<file path="src/verilog/rpg_pkg.sv">
/*
  Package for the resolver reference PWM generator: register map, field layout,
  reset values, channel state enumeration and the packed carriers.
  Assumes a 32-bit AHB-Lite register bus and a 250 MHz bus clock.
*/
`default_nettype none

package rpg_pkg;

  ////////////////////////////////////////////////////////////////////////////
  // Register offsets (byte addresses, one aligned word each).
  localparam logic [11:0] RPG_CTRL_OFS = 12'h000; // Run bits, one per channel.
  localparam logic [11:0] RPG_STAT_OFS = 12'h004; // Run and pin levels.
  localparam logic [11:0] RPG_PA_PER_OFS = 12'h008; // Phase signal period compare.
  localparam logic [11:0] RPG_PA_DUTY_OFS = 12'h00c; // Phase signal duty compare.
  localparam logic [11:0] RPG_AC_PER_OFS = 12'h010; // Correction period compare.
  localparam logic [11:0] RPG_AC_DUTY_OFS = 12'h014; // Correction duty compare.
  localparam logic [11:0] RPG_CNT_OFS = 12'h018; // Both counters, read only.

  ////////////////////////////////////////////////////////////////////////////
  // Widths and field positions.
  localparam int RPG_CW = 16; // Counter and compare width.
  localparam int RPG_NCH = 2; // Channel 0 phase, channel 1 correction.
  localparam int RPG_CH_PA = 0;
  localparam int RPG_CH_AC = 1;
  localparam int RPG_STAT_PIN_LSB = 4; // Pin levels sit at bits 5:4 of status.
  localparam int RPG_CNT_HI_LSB = 16; // Correction counter in upper half.

  ////////////////////////////////////////////////////////////////////////////
  // Timing: the count clock is the 250 MHz bus clock.
  localparam int RPG_CLK_KHZ = 250000;
  localparam int RPG_PA_PERIOD_NS = 2500; // 400 kHz phase adjustment period.
  localparam int RPG_PA_HIGH_NS = 1250; // High time of the phase signal.
  localparam int RPG_AC_PERIOD_NS = 5000; // 200 kHz correction period.
  // Period compare is cycles minus one, since the match restarts at zero.
  localparam logic [15:0] RPG_PA_PER_RST = 16'(RPG_PA_PERIOD_NS * RPG_CLK_KHZ / 1000000 - 1);
  localparam logic [15:0] RPG_PA_DUTY_RST = 16'(RPG_PA_HIGH_NS * RPG_CLK_KHZ / 1000000 - 1);
  localparam logic [15:0] RPG_AC_PER_RST = 16'(RPG_AC_PERIOD_NS * RPG_CLK_KHZ / 1000000 - 1);
  localparam logic [15:0] RPG_AC_DUTY_RST = 16'((RPG_AC_PER_RST + 16'h0001) / 2 - 1);
  // Printed compare sets for software to load, at the 60 MHz count clock.
  localparam logic [15:0] RPG_ALT_PA_PER = 16'h0095; // 149.
  localparam logic [15:0] RPG_ALT_PA_DUTY = 16'h004e; // 78.
  localparam logic [15:0] RPG_ALT_AC_PER = 16'h0257; // 599.
  localparam logic [15:0] RPG_ALT_AC_DUTY = 16'h012b; // 299.

  ////////////////////////////////////////////////////////////////////////////
  // AHB-Lite encodings.
  localparam logic [1:0] RPG_HTRANS_NONSEQ = 2'h2;
  localparam logic [2:0] RPG_HSIZE_WORD = 3'h2;

  // Channel state, one-hot.
  typedef enum logic [1:0] {
    RPG_ST_STOP = 2'b01,
    RPG_ST_RUN = 2'b10
  } rpg_state_t;

  // Compare pair of one channel.
  typedef struct packed {
    logic [15:0] per;
    logic [15:0] duty;
  } rpg_cmp_t;

  // Latched AHB address phase.
  typedef struct packed {
    logic wr;
    logic rd;
    logic [11:0] addr;
  } rpg_aph_t;

endpackage : rpg_pkg

`default_nettype wire

</file>
<file path="src/verilog/rpg_top.sv">
/*
  Resolver reference PWM generator: two independent up-counting channels that
  drive the phase adjustment and angle error correction signals to a resolver
  converter. Assumes a single AHB-Lite master on hclk, the bus fabric driving
  hsel, and the board wiring only the two signal pins to the converter.
*/
`timescale 1ns/1ns
`default_nettype none

// Behaviour
// counter counts clock, clears on period match
// period match drives the output high
// duty match drives the output low
// phase signal repeats at 400 kHz
// alternative compare set 149 and 78
// pin rests high before counting
// correction signal runs at 200 kHz
// correction compares 599 and 299, half duty
// only the designated output drives a pin
// no interrupts and no conversion triggers
// channels count independently, no coupling
// compares loaded stopped, start from zero
module rpg_top
  import rpg_pkg::*;
(
  // Clock, reset and clock enable.
  input wire logic hclk,
  input wire logic hresetn,
  input wire logic clk_en,
  // AHB-Lite slave.
  input wire logic hsel,
  input wire logic [31:0] haddr,
  input wire logic [1:0] htrans,
  input wire logic hwrite,
  input wire logic [2:0] hsize,
  input wire logic hready,
  input wire logic [31:0] hwdata,
  output logic [31:0] hrdata,
  output logic hreadyout,
  output logic hresp,
  // Signals to the resolver converter.
  output logic phase_adj_out,
  output logic phase_adj_oe,
  output logic angle_corr_out,
  output logic angle_corr_oe
);

  ////////////////////////////////////////////////////////////////////////////
  // Declarations.

  // Latched address phase of the transfer now in its data phase.
  rpg_aph_t aph_ff;
  // Compare registers of both channels.
  rpg_cmp_t cmp_ff [RPG_NCH];
  // Per-channel counters, pin levels and states.
  logic [RPG_CW-1:0] cnt_ff [RPG_NCH];
  logic [RPG_NCH-1:0] pin_ff;
  rpg_state_t st_ff [RPG_NCH];
  // Run bits written by software.
  logic [RPG_NCH-1:0] run_ff;
  // Read data register.
  logic [31:0] rdata_ff;
  // Decoded next read value.
  logic [31:0] nxt_rdata;

  // Tells whether a write of this address hits the given register offset.
  function automatic logic cmp_hit(input logic [11:0] a, input logic [11:0] ofs);
    cmp_hit = (a == ofs);
  endfunction : cmp_hit

  ////////////////////////////////////////////////////////////////////////////
  // Bus address phase. The slave is always ready, so every phase is one cycle.
  always_ff @(posedge hclk or negedge hresetn) begin
    if (!hresetn) begin
      aph_ff <= '0;
    end else if (clk_en) begin
      if (hready) begin
        // Only word writes are honoured; other writes complete with no effect, while reads of any size are served.
        aph_ff.wr <= hsel && (htrans == RPG_HTRANS_NONSEQ) && hwrite && (hsize == RPG_HSIZE_WORD);
        aph_ff.rd <= hsel && (htrans == RPG_HTRANS_NONSEQ) && !hwrite;
        aph_ff.addr <= haddr[11:0];
      end
    end
  end

  // Response is always zero wait-state OKAY, so both come from constant flops.
  always_ff @(posedge hclk or negedge hresetn) begin
    if (!hresetn) begin
      hreadyout <= 1'b1;
      hresp <= 1'b0;
    end else begin
      hreadyout <= 1'b1;
      hresp <= 1'b0;
    end
  end

  ////////////////////////////////////////////////////////////////////////////
  // Run control register, written in the data phase.
  always_ff @(posedge hclk or negedge hresetn) begin
    if (!hresetn) begin
      run_ff <= '0;
    end else if (clk_en) begin
      if (aph_ff.wr && cmp_hit(aph_ff.addr, RPG_CTRL_OFS)) begin
        run_ff <= hwdata[RPG_NCH-1:0];
      end
    end
  end

  // Compare registers. Writes are accepted only while that channel is stopped,
  // so a running waveform never sees a half-updated period and duty pair.
  always_ff @(posedge hclk or negedge hresetn) begin
    if (!hresetn) begin
      // reset frequencies
      // Reset compares give 400 kHz and 200 kHz straight from the bus clock.
      cmp_ff[RPG_CH_PA] <= '{per: RPG_PA_PER_RST, duty: RPG_PA_DUTY_RST};
      cmp_ff[RPG_CH_AC] <= '{per: RPG_AC_PER_RST, duty: RPG_AC_DUTY_RST};
    end else if (clk_en && aph_ff.wr) begin
      // software compare sets
      // Sets meant for a slower count clock load here like any other value.
      // loads while stopped
      if (st_ff[RPG_CH_PA] == RPG_ST_STOP) begin
        if (cmp_hit(aph_ff.addr, RPG_PA_PER_OFS)) begin
          cmp_ff[RPG_CH_PA].per <= hwdata[RPG_CW-1:0];
        end
        if (cmp_hit(aph_ff.addr, RPG_PA_DUTY_OFS)) begin
          cmp_ff[RPG_CH_PA].duty <= hwdata[RPG_CW-1:0];
        end
      end
      if (st_ff[RPG_CH_AC] == RPG_ST_STOP) begin
        if (cmp_hit(aph_ff.addr, RPG_AC_PER_OFS)) begin
          cmp_ff[RPG_CH_AC].per <= hwdata[RPG_CW-1:0];
        end
        if (cmp_hit(aph_ff.addr, RPG_AC_DUTY_OFS)) begin
          cmp_ff[RPG_CH_AC].duty <= hwdata[RPG_CW-1:0];
        end
      end
    end
  end

  ////////////////////////////////////////////////////////////////////////////
  // Channels. Each has its own counter, pin and state with no shared start or
  // clear, and none produces an interrupt or conversion trigger.
  // no event outputs
  // independent channels
  for (genvar ch = 0; ch < RPG_NCH; ch++) begin : g_ch
    always_ff @(posedge hclk or negedge hresetn) begin
      if (!hresetn) begin
        st_ff[ch] <= RPG_ST_STOP;
        cnt_ff[ch] <= '0;
        // rests high
        pin_ff[ch] <= 1'b1;
      end else if (clk_en) begin
        case (st_ff[ch])
          RPG_ST_STOP: begin
            // start from zero
            cnt_ff[ch] <= '0;
            pin_ff[ch] <= 1'b1;
            if (run_ff[ch]) begin
              st_ff[ch] <= RPG_ST_RUN;
            end
          end
          RPG_ST_RUN: begin
            if (!run_ff[ch]) begin
              // Stopping returns the pin to its resting high level.
              st_ff[ch] <= RPG_ST_STOP;
              cnt_ff[ch] <= '0;
              pin_ff[ch] <= 1'b1;
            end else if (cnt_ff[ch] == cmp_ff[ch].per) begin
              // clear on period match
              cnt_ff[ch] <= '0;
              // high at period match
              pin_ff[ch] <= 1'b1;
            end else begin
              cnt_ff[ch] <= cnt_ff[ch] + 16'h0001;
              // low at duty match
              if (cnt_ff[ch] == cmp_ff[ch].duty) begin
                pin_ff[ch] <= 1'b0;
              end
            end
          end
          default: begin
            st_ff[ch] <= RPG_ST_STOP;
          end
        endcase
      end
    end
  end

  ////////////////////////////////////////////////////////////////////////////
  // Pins. Only the one designated output per channel is enabled.
  // pins follow channels
  // single designated output
  always_ff @(posedge hclk or negedge hresetn) begin
    if (!hresetn) begin
      phase_adj_out <= 1'b1;
      angle_corr_out <= 1'b1;
      phase_adj_oe <= 1'b1;
      angle_corr_oe <= 1'b1;
    end else if (clk_en) begin
      phase_adj_out <= pin_ff[RPG_CH_PA];
      angle_corr_out <= pin_ff[RPG_CH_AC];
      phase_adj_oe <= 1'b1;
      angle_corr_oe <= 1'b1;
    end
  end

  ////////////////////////////////////////////////////////////////////////////
  // Read mux. Unmapped offsets read as zero.
  always_comb begin
    nxt_rdata = '0;
    case (haddr[11:0])
      RPG_CTRL_OFS: nxt_rdata = {30'h0, run_ff};
      RPG_STAT_OFS: begin
        nxt_rdata[RPG_NCH-1:0] = {st_ff[1] == RPG_ST_RUN, st_ff[0] == RPG_ST_RUN};
        nxt_rdata[RPG_STAT_PIN_LSB +: RPG_NCH] = pin_ff;
      end
      RPG_PA_PER_OFS: nxt_rdata = {16'h0, cmp_ff[RPG_CH_PA].per};
      RPG_PA_DUTY_OFS: nxt_rdata = {16'h0, cmp_ff[RPG_CH_PA].duty};
      RPG_AC_PER_OFS: nxt_rdata = {16'h0, cmp_ff[RPG_CH_AC].per};
      RPG_AC_DUTY_OFS: nxt_rdata = {16'h0, cmp_ff[RPG_CH_AC].duty};
      RPG_CNT_OFS: nxt_rdata = {cnt_ff[RPG_CH_AC], cnt_ff[RPG_CH_PA]};
      default: nxt_rdata = '0;
    endcase
  end

  // Read data is captured at the end of the address phase and held.
  // This keeps hrdata a plain flop; the cost is that a counter read shows
  // the count as it stood one cycle before the data phase.
  always_ff @(posedge hclk or negedge hresetn) begin
    if (!hresetn) begin
      rdata_ff <= '0;
    end else if (clk_en && hready && hsel && (htrans == RPG_HTRANS_NONSEQ) && !hwrite) begin
      rdata_ff <= nxt_rdata;
    end
  end

  always_comb begin
    hrdata = rdata_ff;
  end

  ////////////////////////////////////////////////////////////////////////////
  // Assertions. Each watches state the design drives; reset disables them all.

  // phase counter clears
  AST_CNT_CLEAR: assert property (@(posedge hclk) disable iff (!hresetn)
    clk_en && st_ff[0] == RPG_ST_RUN && run_ff[0] && cnt_ff[0] == cmp_ff[0].per
    |=> cnt_ff[0] == '0) else $error("Phase counter did not clear on period match.");

  // correction counter clears
  AST_AC_CLEAR: assert property (@(posedge hclk) disable iff (!hresetn)
    clk_en && st_ff[1] == RPG_ST_RUN && run_ff[1] && cnt_ff[1] == cmp_ff[1].per
    |=> cnt_ff[1] == '0) else $error("Correction counter did not clear.");

  // correction high at wrap
  AST_PIN_HIGH: assert property (@(posedge hclk) disable iff (!hresetn)
    clk_en && st_ff[1] == RPG_ST_RUN && run_ff[1] && cnt_ff[1] == cmp_ff[1].per
    |=> pin_ff[1]) else $error("Correction pin not high after period match.");

  // phase high at wrap
  AST_PA_HIGH: assert property (@(posedge hclk) disable iff (!hresetn)
    clk_en && st_ff[0] == RPG_ST_RUN && run_ff[0] && cnt_ff[0] == cmp_ff[0].per
    |=> pin_ff[0]) else $error("Phase pin not high after period match.");

  // phase low at duty
  AST_PIN_LOW: assert property (@(posedge hclk) disable iff (!hresetn)
    clk_en && st_ff[0] == RPG_ST_RUN && run_ff[0] && cnt_ff[0] == cmp_ff[0].duty
    && cnt_ff[0] != cmp_ff[0].per |=> !pin_ff[0]) else $error("Phase pin not low at duty.");

  // correction low at duty
  AST_AC_LOW: assert property (@(posedge hclk) disable iff (!hresetn)
    clk_en && st_ff[1] == RPG_ST_RUN && run_ff[1] && cnt_ff[1] == cmp_ff[1].duty
    && cnt_ff[1] != cmp_ff[1].per |=> !pin_ff[1]) else $error("Correction pin not low.");

  // stopped phase rests
  AST_STOP_HIGH: assert property (@(posedge hclk) disable iff (!hresetn)
    st_ff[0] == RPG_ST_STOP && $past(st_ff[0]) == RPG_ST_STOP |-> pin_ff[0] && cnt_ff[0] == '0)
    else $error("Stopped phase channel not at rest.");

  // stopped correction rests
  AST_AC_STOP_HIGH: assert property (@(posedge hclk) disable iff (!hresetn)
    st_ff[1] == RPG_ST_STOP && $past(st_ff[1]) == RPG_ST_STOP |-> pin_ff[1] && cnt_ff[1] == '0)
    else $error("Stopped correction channel not at rest.");

  // designated outputs enabled
  AST_OE_ON: assert property (@(posedge hclk) disable iff (!hresetn)
    phase_adj_oe && angle_corr_oe)
    else $error("Designated output disabled.");

  // phase compares locked
  AST_CMP_LOCK: assert property (@(posedge hclk) disable iff (!hresetn)
    st_ff[0] == RPG_ST_RUN && $past(st_ff[0]) == RPG_ST_RUN |-> $stable(cmp_ff[0]))
    else $error("Compare changed while running.");

  // correction compares locked
  AST_AC_CMP_LOCK: assert property (@(posedge hclk) disable iff (!hresetn)
    st_ff[1] == RPG_ST_RUN && $past(st_ff[1]) == RPG_ST_RUN |-> $stable(cmp_ff[1]))
    else $error("Correction compare changed while running.");

  // correction starts at zero
  AST_START_ZERO: assert property (@(posedge hclk) disable iff (!hresetn)
    $rose(st_ff[1] == RPG_ST_RUN) |-> cnt_ff[1] == '0)
    else $error("Start not from zero.");

  // phase starts at zero
  AST_PA_START_ZERO: assert property (@(posedge hclk) disable iff (!hresetn)
    $rose(st_ff[0] == RPG_ST_RUN) |-> cnt_ff[0] == '0 && pin_ff[0])
    else $error("Phase start not from zero.");

  // correction ignores phase stop
  AST_INDEP: assert property (@(posedge hclk) disable iff (!hresetn)
    clk_en && run_ff[1] && st_ff[1] == RPG_ST_RUN && cnt_ff[1] != cmp_ff[1].per
    && $fell(run_ff[0]) |=> cnt_ff[1] == $past(cnt_ff[1]) + 16'h0001)
    else $error("Channel coupling seen.");

  // phase ignores correction stop
  AST_PA_INDEP: assert property (@(posedge hclk) disable iff (!hresetn)
    clk_en && run_ff[0] && st_ff[0] == RPG_ST_RUN && cnt_ff[0] != cmp_ff[0].per
    && $fell(run_ff[1]) |=> cnt_ff[0] == $past(cnt_ff[0]) + 16'h0001)
    else $error("Phase channel coupled to correction stop.");

  // phase pin follows
  AST_OUT_FOLLOW: assert property (@(posedge hclk) disable iff (!hresetn)
    clk_en |=> phase_adj_out == $past(pin_ff[0]))
    else $error("Pin output lags wrongly.");

  // correction pin follows
  AST_AC_OUT_FOLLOW: assert property (@(posedge hclk) disable iff (!hresetn)
    clk_en |=> angle_corr_out == $past(pin_ff[1]))
    else $error("Correction pin output lags wrongly.");

  // plain OKAY, no events
  AST_BUS_OK: assert property (@(posedge hclk) disable iff (!hresetn)
    hreadyout && !hresp)
    else $error("Bus response not OKAY.");

  // count only when enabled
  AST_FREEZE: assert property (@(posedge hclk) disable iff (!hresetn)
    !clk_en |=> $stable(cnt_ff[0]) && $stable(cnt_ff[1]) && $stable(pin_ff) && $stable(run_ff))
    else $error("State moved while the clock enable was low.");

  // Main scenarios: wrap, correction low edge, both running, stop and freeze.
  COV_PA_WRAP: cover property (@(posedge hclk) disable iff (!hresetn)
    st_ff[0] == RPG_ST_RUN && cnt_ff[0] == cmp_ff[0].per);
  COV_AC_LOW: cover property (@(posedge hclk) disable iff (!hresetn) $fell(pin_ff[1]));
  COV_BOTH_RUN: cover property (@(posedge hclk) disable iff (!hresetn) &run_ff);
  COV_STOP: cover property (@(posedge hclk) disable iff (!hresetn) $fell(run_ff[0]));
  COV_FREEZE: cover property (@(posedge hclk) disable iff (!hresetn)
    !clk_en && st_ff[0] == RPG_ST_RUN);

endmodule : rpg_top

`default_nettype wire

</file>
<file path="config.mk">
export PLATFORM = sky130hd
export DESIGN_NAME = rpg_top
export DESIGN_NICKNAME = d
export VERILOG_FILES = /design/src/verilog/rpg_pkg.sv /design/src/verilog/rpg_top.sv
export SDC_FILE = /design/constraint.sdc
export NUM_CORES = 1
export LEC_CHECK = 0
export ABC_AREA = 1
export BUFFER_PORTS_ARGS = -buffer_cell sky130_fd_sc_hd__buf_2
export CORE_UTILIZATION = 55
export DETAILED_ROUTE_END_ITERATION = 8
export PLACE_DENSITY = 0.82
export SKIP_LAST_GASP = 1
export SYNTH_ARGS = -nofsm -noshare
export SYNTH_HDL_FRONTEND = slang
export SYNTH_SLANG_ARGS = --single-unit
</file>
<file path="constraint.sdc">
create_clock -name hclk -period 2.47 [get_ports hclk]
set_clock_uncertainty 0.2 [all_clocks]
set_input_delay 0.3705 -clock hclk [delete_from_list [all_inputs] [get_ports hclk]]
set_output_delay 0.3705 -clock hclk [all_outputs]
set_load 0.02 [all_outputs]
</file>
==> flow_results.org <==
** Logic synthesis
- Of all cell types, the one taking the most synthesized area is dfrtp_1.
- Summing every instance area after synthesis gives 0.00848 mm^2.
- Synthesis-stage register bit count :: 151
- Sequential fraction of the synthesis area :: 44.9%
- Number of library cell types mapped by synthesis :: 39
- After synthesis, the share of flip-flops with an asynchronous set or reset is 100%.
- In this run, synthesis inferred 0 flip-flops with an integrated enable.
- For this run, the number of Yosys warnings is 0.
- Post-synth top area share :: 37.2%
- Yosys attributes the largest share of cell area to dfrtp_1, nand2_1, dfstp_2.
- Avg Cell Area, Syn :: 7.52 um^2
- Gate Count Post-Synth :: 1127
- Main flop type after synthesis :: dfrtp_1

** Global routing
- Initial antenna violation count :: 0
- Total congestion overflow :: 0
- The number of global-route vias before repair was 7496.
- Wire length of the first global-routing pass :: 37400 um
- Across every metal layer, demand over resource in global routing totals 30.1%.
- Entering global routing, the biggest net connects 54 pins.

** Routing
- Initial detailed-routing violation count :: 808
- Dividing the detail-routed via count by the number of cells gives 5.62.
- DR vias :: 7913
- Summed over all layers, the routed wires come to 22600 um.
- DRT Pass-1 Iters :: 5
- For this run, design rule violations remaining after detail routing come to 0.
- Dividing the detail-routed wire length by the instance count gives 16.1 um.
- Number of nets with antenna violations after routing :: 0

** Die
- Row generation in the floorplan step produced 45 rows.
- 113 I/O pins were placed.
- Die area :: 0.0159 mm^2
- The initial utilization of the core area, before any placement, comes to 56.0%.
- Horiz. Die Dim :: 126 um
- The floorplan step set the die height to 126 um.
- In this run the standard cell core region covers 0.0151 mm^2.

** Setup path
- STA puts the critical path data required time at 2.60 ns.
- Biggest fanout along the worst timing path :: 27
- Data arrival, critical path :: 2.46 ns
- The critical path is of the primary input to flip-flop type.
- Cell repeated most along the worst path :: nand3_1
- Worst path max stage delay :: 0.55 ns
- Together, buffers and inverters on the worst path number 5.
- Worst Setup Start Kind :: primary input
- STA classifies the critical path endpoint as a flip-flop.
- Walking the worst path, the cells encountered are dlygate4sd3_1 > buf_2 > nor2_1 > nand3_1 > clkinv_1 > buf_4 > nand3_1 > o21ai_0 > inv_1 > a21boi_1.
- The slowest stage of the critical path is the dlygate4sd3_1 cell.
- Family with the most delay on the worst path :: buffers and inverters

** Timing
- Setup violations remaining at the end of the flow were counted as 0.
- Unrepaired setup endpoints after global routing :: no
- On the final layout, the worst hold slack is 0.0159 ns.
- Final Critical Period :: 2.33 ns
- Final TNS setup :: 0 ns
- Relative max-transition margin :: 58.7%
- For this run, the top clock speed supported by timing is 429 MHz.
- Final worst-path cycle share :: 94.3%
- Actual slew at the worst max-slew pin :: 0.615 ns
- The number of hold-slack violations in the final timing report came to 0.
- Count of final max-slew check failures :: 0

** Clock network
- Post-CTS Repair Setup Buffers :: 0
- CTS placed an instance of clkbuf_16 at the clock tree root.
- CTS tree :: built
- No sink is reached through more buffers than the 2 on the longest clock path.
- Num CTS Buffers :: 17
- Clock input transition at the sequential cells of the worst setup and hold paths :: 0.06 ns
- CTS built an H-tree with a depth of 4.
- Sink count of the clock tree :: 151
- The clock reaches the later pin of the worst-skew pair after 0.43 ns.

** Final layout
- Non-filler cells, final :: 1408
- Of the cells placed in the final design, the portion with a size suffix greater than 1 is 15.4%.
- At the end of the flow, the number of nets in the layout was 1288.
- Count of filler cells inserted in the layout :: 1284
- In the final layout, the multi-input gates occupy 0.00393 mm^2.
- The library cell used most frequently in the layout, excluding fill and tap cells, is nand2_1.
- Ant diodes :: 0
- Across the whole layout, storage elements account for 0.00381 mm^2.
- Leaving out fill and tap cells, the most frequent cells in the layout are nand2_1, inv_1, dfrtp_1.
- Area growth from synthesis to layout :: 15.7%

** Power and ir drop
- Areal power density over the cells :: 645 mW/mm^2
- The worst-case IR drop observed on VDD is 0.519 mV.
- In this run the static leakage power is 0.00500 uW.

** Placed design
- Detailed placement finished with a half-perimeter wire length of 16500 um.
- The number of placed instances, taps included, is 1360.
- Routability-driven placement finished with a final weighted congestion of 0.917.
- Port buffering added 72 buffers.

** Run status
- Outcome :: complete, no violations

** Job
- Reported max-cap violation count :: 0

** Min path
- Kind of path behind the tightest hold check :: primary input to flip-flop
==> per-stage QoR <==
stage / setup slack, ns / util, % / instance area, um^2 / power, uW
after floorplan: 0.485 / - / 8490 / 3340
after global placement: 0.268 / 59.8 / 9050 / 3700
after detailed placement: 0.227 / 59.8 / 9050 / 3730
after CTS: 0.198 / 64.8 / 9810 / 6350
after global routing: 0.0255 / 64.8 / 9810 / 6580
final: 0.141 / 64.8 / 9810 / 6330
==> tightest hold or removal path, stage by stage <==
cell,delay (ns)
buf_2,0.11
nand4_1,0.07
nand2_1,0.05
==> Yosys cell counts (7+ instances only) <==
cell type  number
nand2_1       320
inv_1         128
dfrtp_1       126
nor2_1         89
o21ai_0        79
nand4_1        67
nand3_1        60
xor2_1         35
a21oi_1        26
dfstp_2        25
buf_2          23
clkbuf_1       20
o21ai_1        19
or2_2          15
a21boi_1       14
o31ai_1        13
nor3_1          9
buf_4           7
nor2_2          7
==> power by group <==
part / switching [uW] / internal (uW) / leakage [uW]
registers: 102 / 2650 / 0.00197
logic: 609 / 371 / 0.00272
clock network: 1010 / 1590 / 0.000299
total: 1720 / 4610 / 0.00500
==> cell type report <==
cell class,instances,area share [%]
Sequential cell,151,38.8
Inverter,134,5.12
Clock buffer,21,4.90
Multi-Input combinational cell,792,40.0
Clock inverter,11,1.21
Timing Repair Buffer,111,7.51
Tap cell,188,2.40
==> path summary, 6_finish.rpt <==
check	slack [ns]	startpoint	cells after the start	end
worst max register to register	0.24	st_ff[2]	11	cnt_ff[30]
max in group asynchronous	1.05	hresetn	3	cmp_ff[9]
min in group asynchronous	0.24	hresetn	2	hrdata[22]
worst min-delay path	0.02	hwdata[12]	3	cmp_ff[44]
worst min register to register	0.26	phase_adj_out	2	phase_adj_out
worst max-delay path	0.14	haddr[7]	10	hrdata[13]
==> registers in the layout, indices dropped and copies added (netlist names) <==
signal / count
angle_corr_out: 1
aph_ff: 13
cmp_ff: 64
cnt_ff: 32
hrdata: 32
phase_adj_out: 1
pin_ff: 2
run_ff: 2
st_ff: 4
==> timing repair <==
| item | 4_1_cts | 5_1_grt |
|---|---|---|
| setup endpoints to repair | 0 | 1 |
| endpoints found under the hold margin | 54 | 0 |
| gates resized for setup | 0 | 1 |
| hold buffers | 16 | 0 |
==> cells by family after synthesis <==
group           share of synthesized area, %
other cells                           0.0886
xor+xnor                                4.03
fa+ha+maj                              0.885
flops                                   44.9
compound gates                          11.0
buf+inv                                 8.88
simple gates                            30.2
==> layer usage <==
metal	track usage, %	share of wire, %	vias up
li1	-	-	3795
met1	38.8	42	3699
met2	48.4	46	347
met3	7.09	7.7	72
met4	13.8	4.0	0
met5	0	0	-
(Power assumes the default switching activity.)
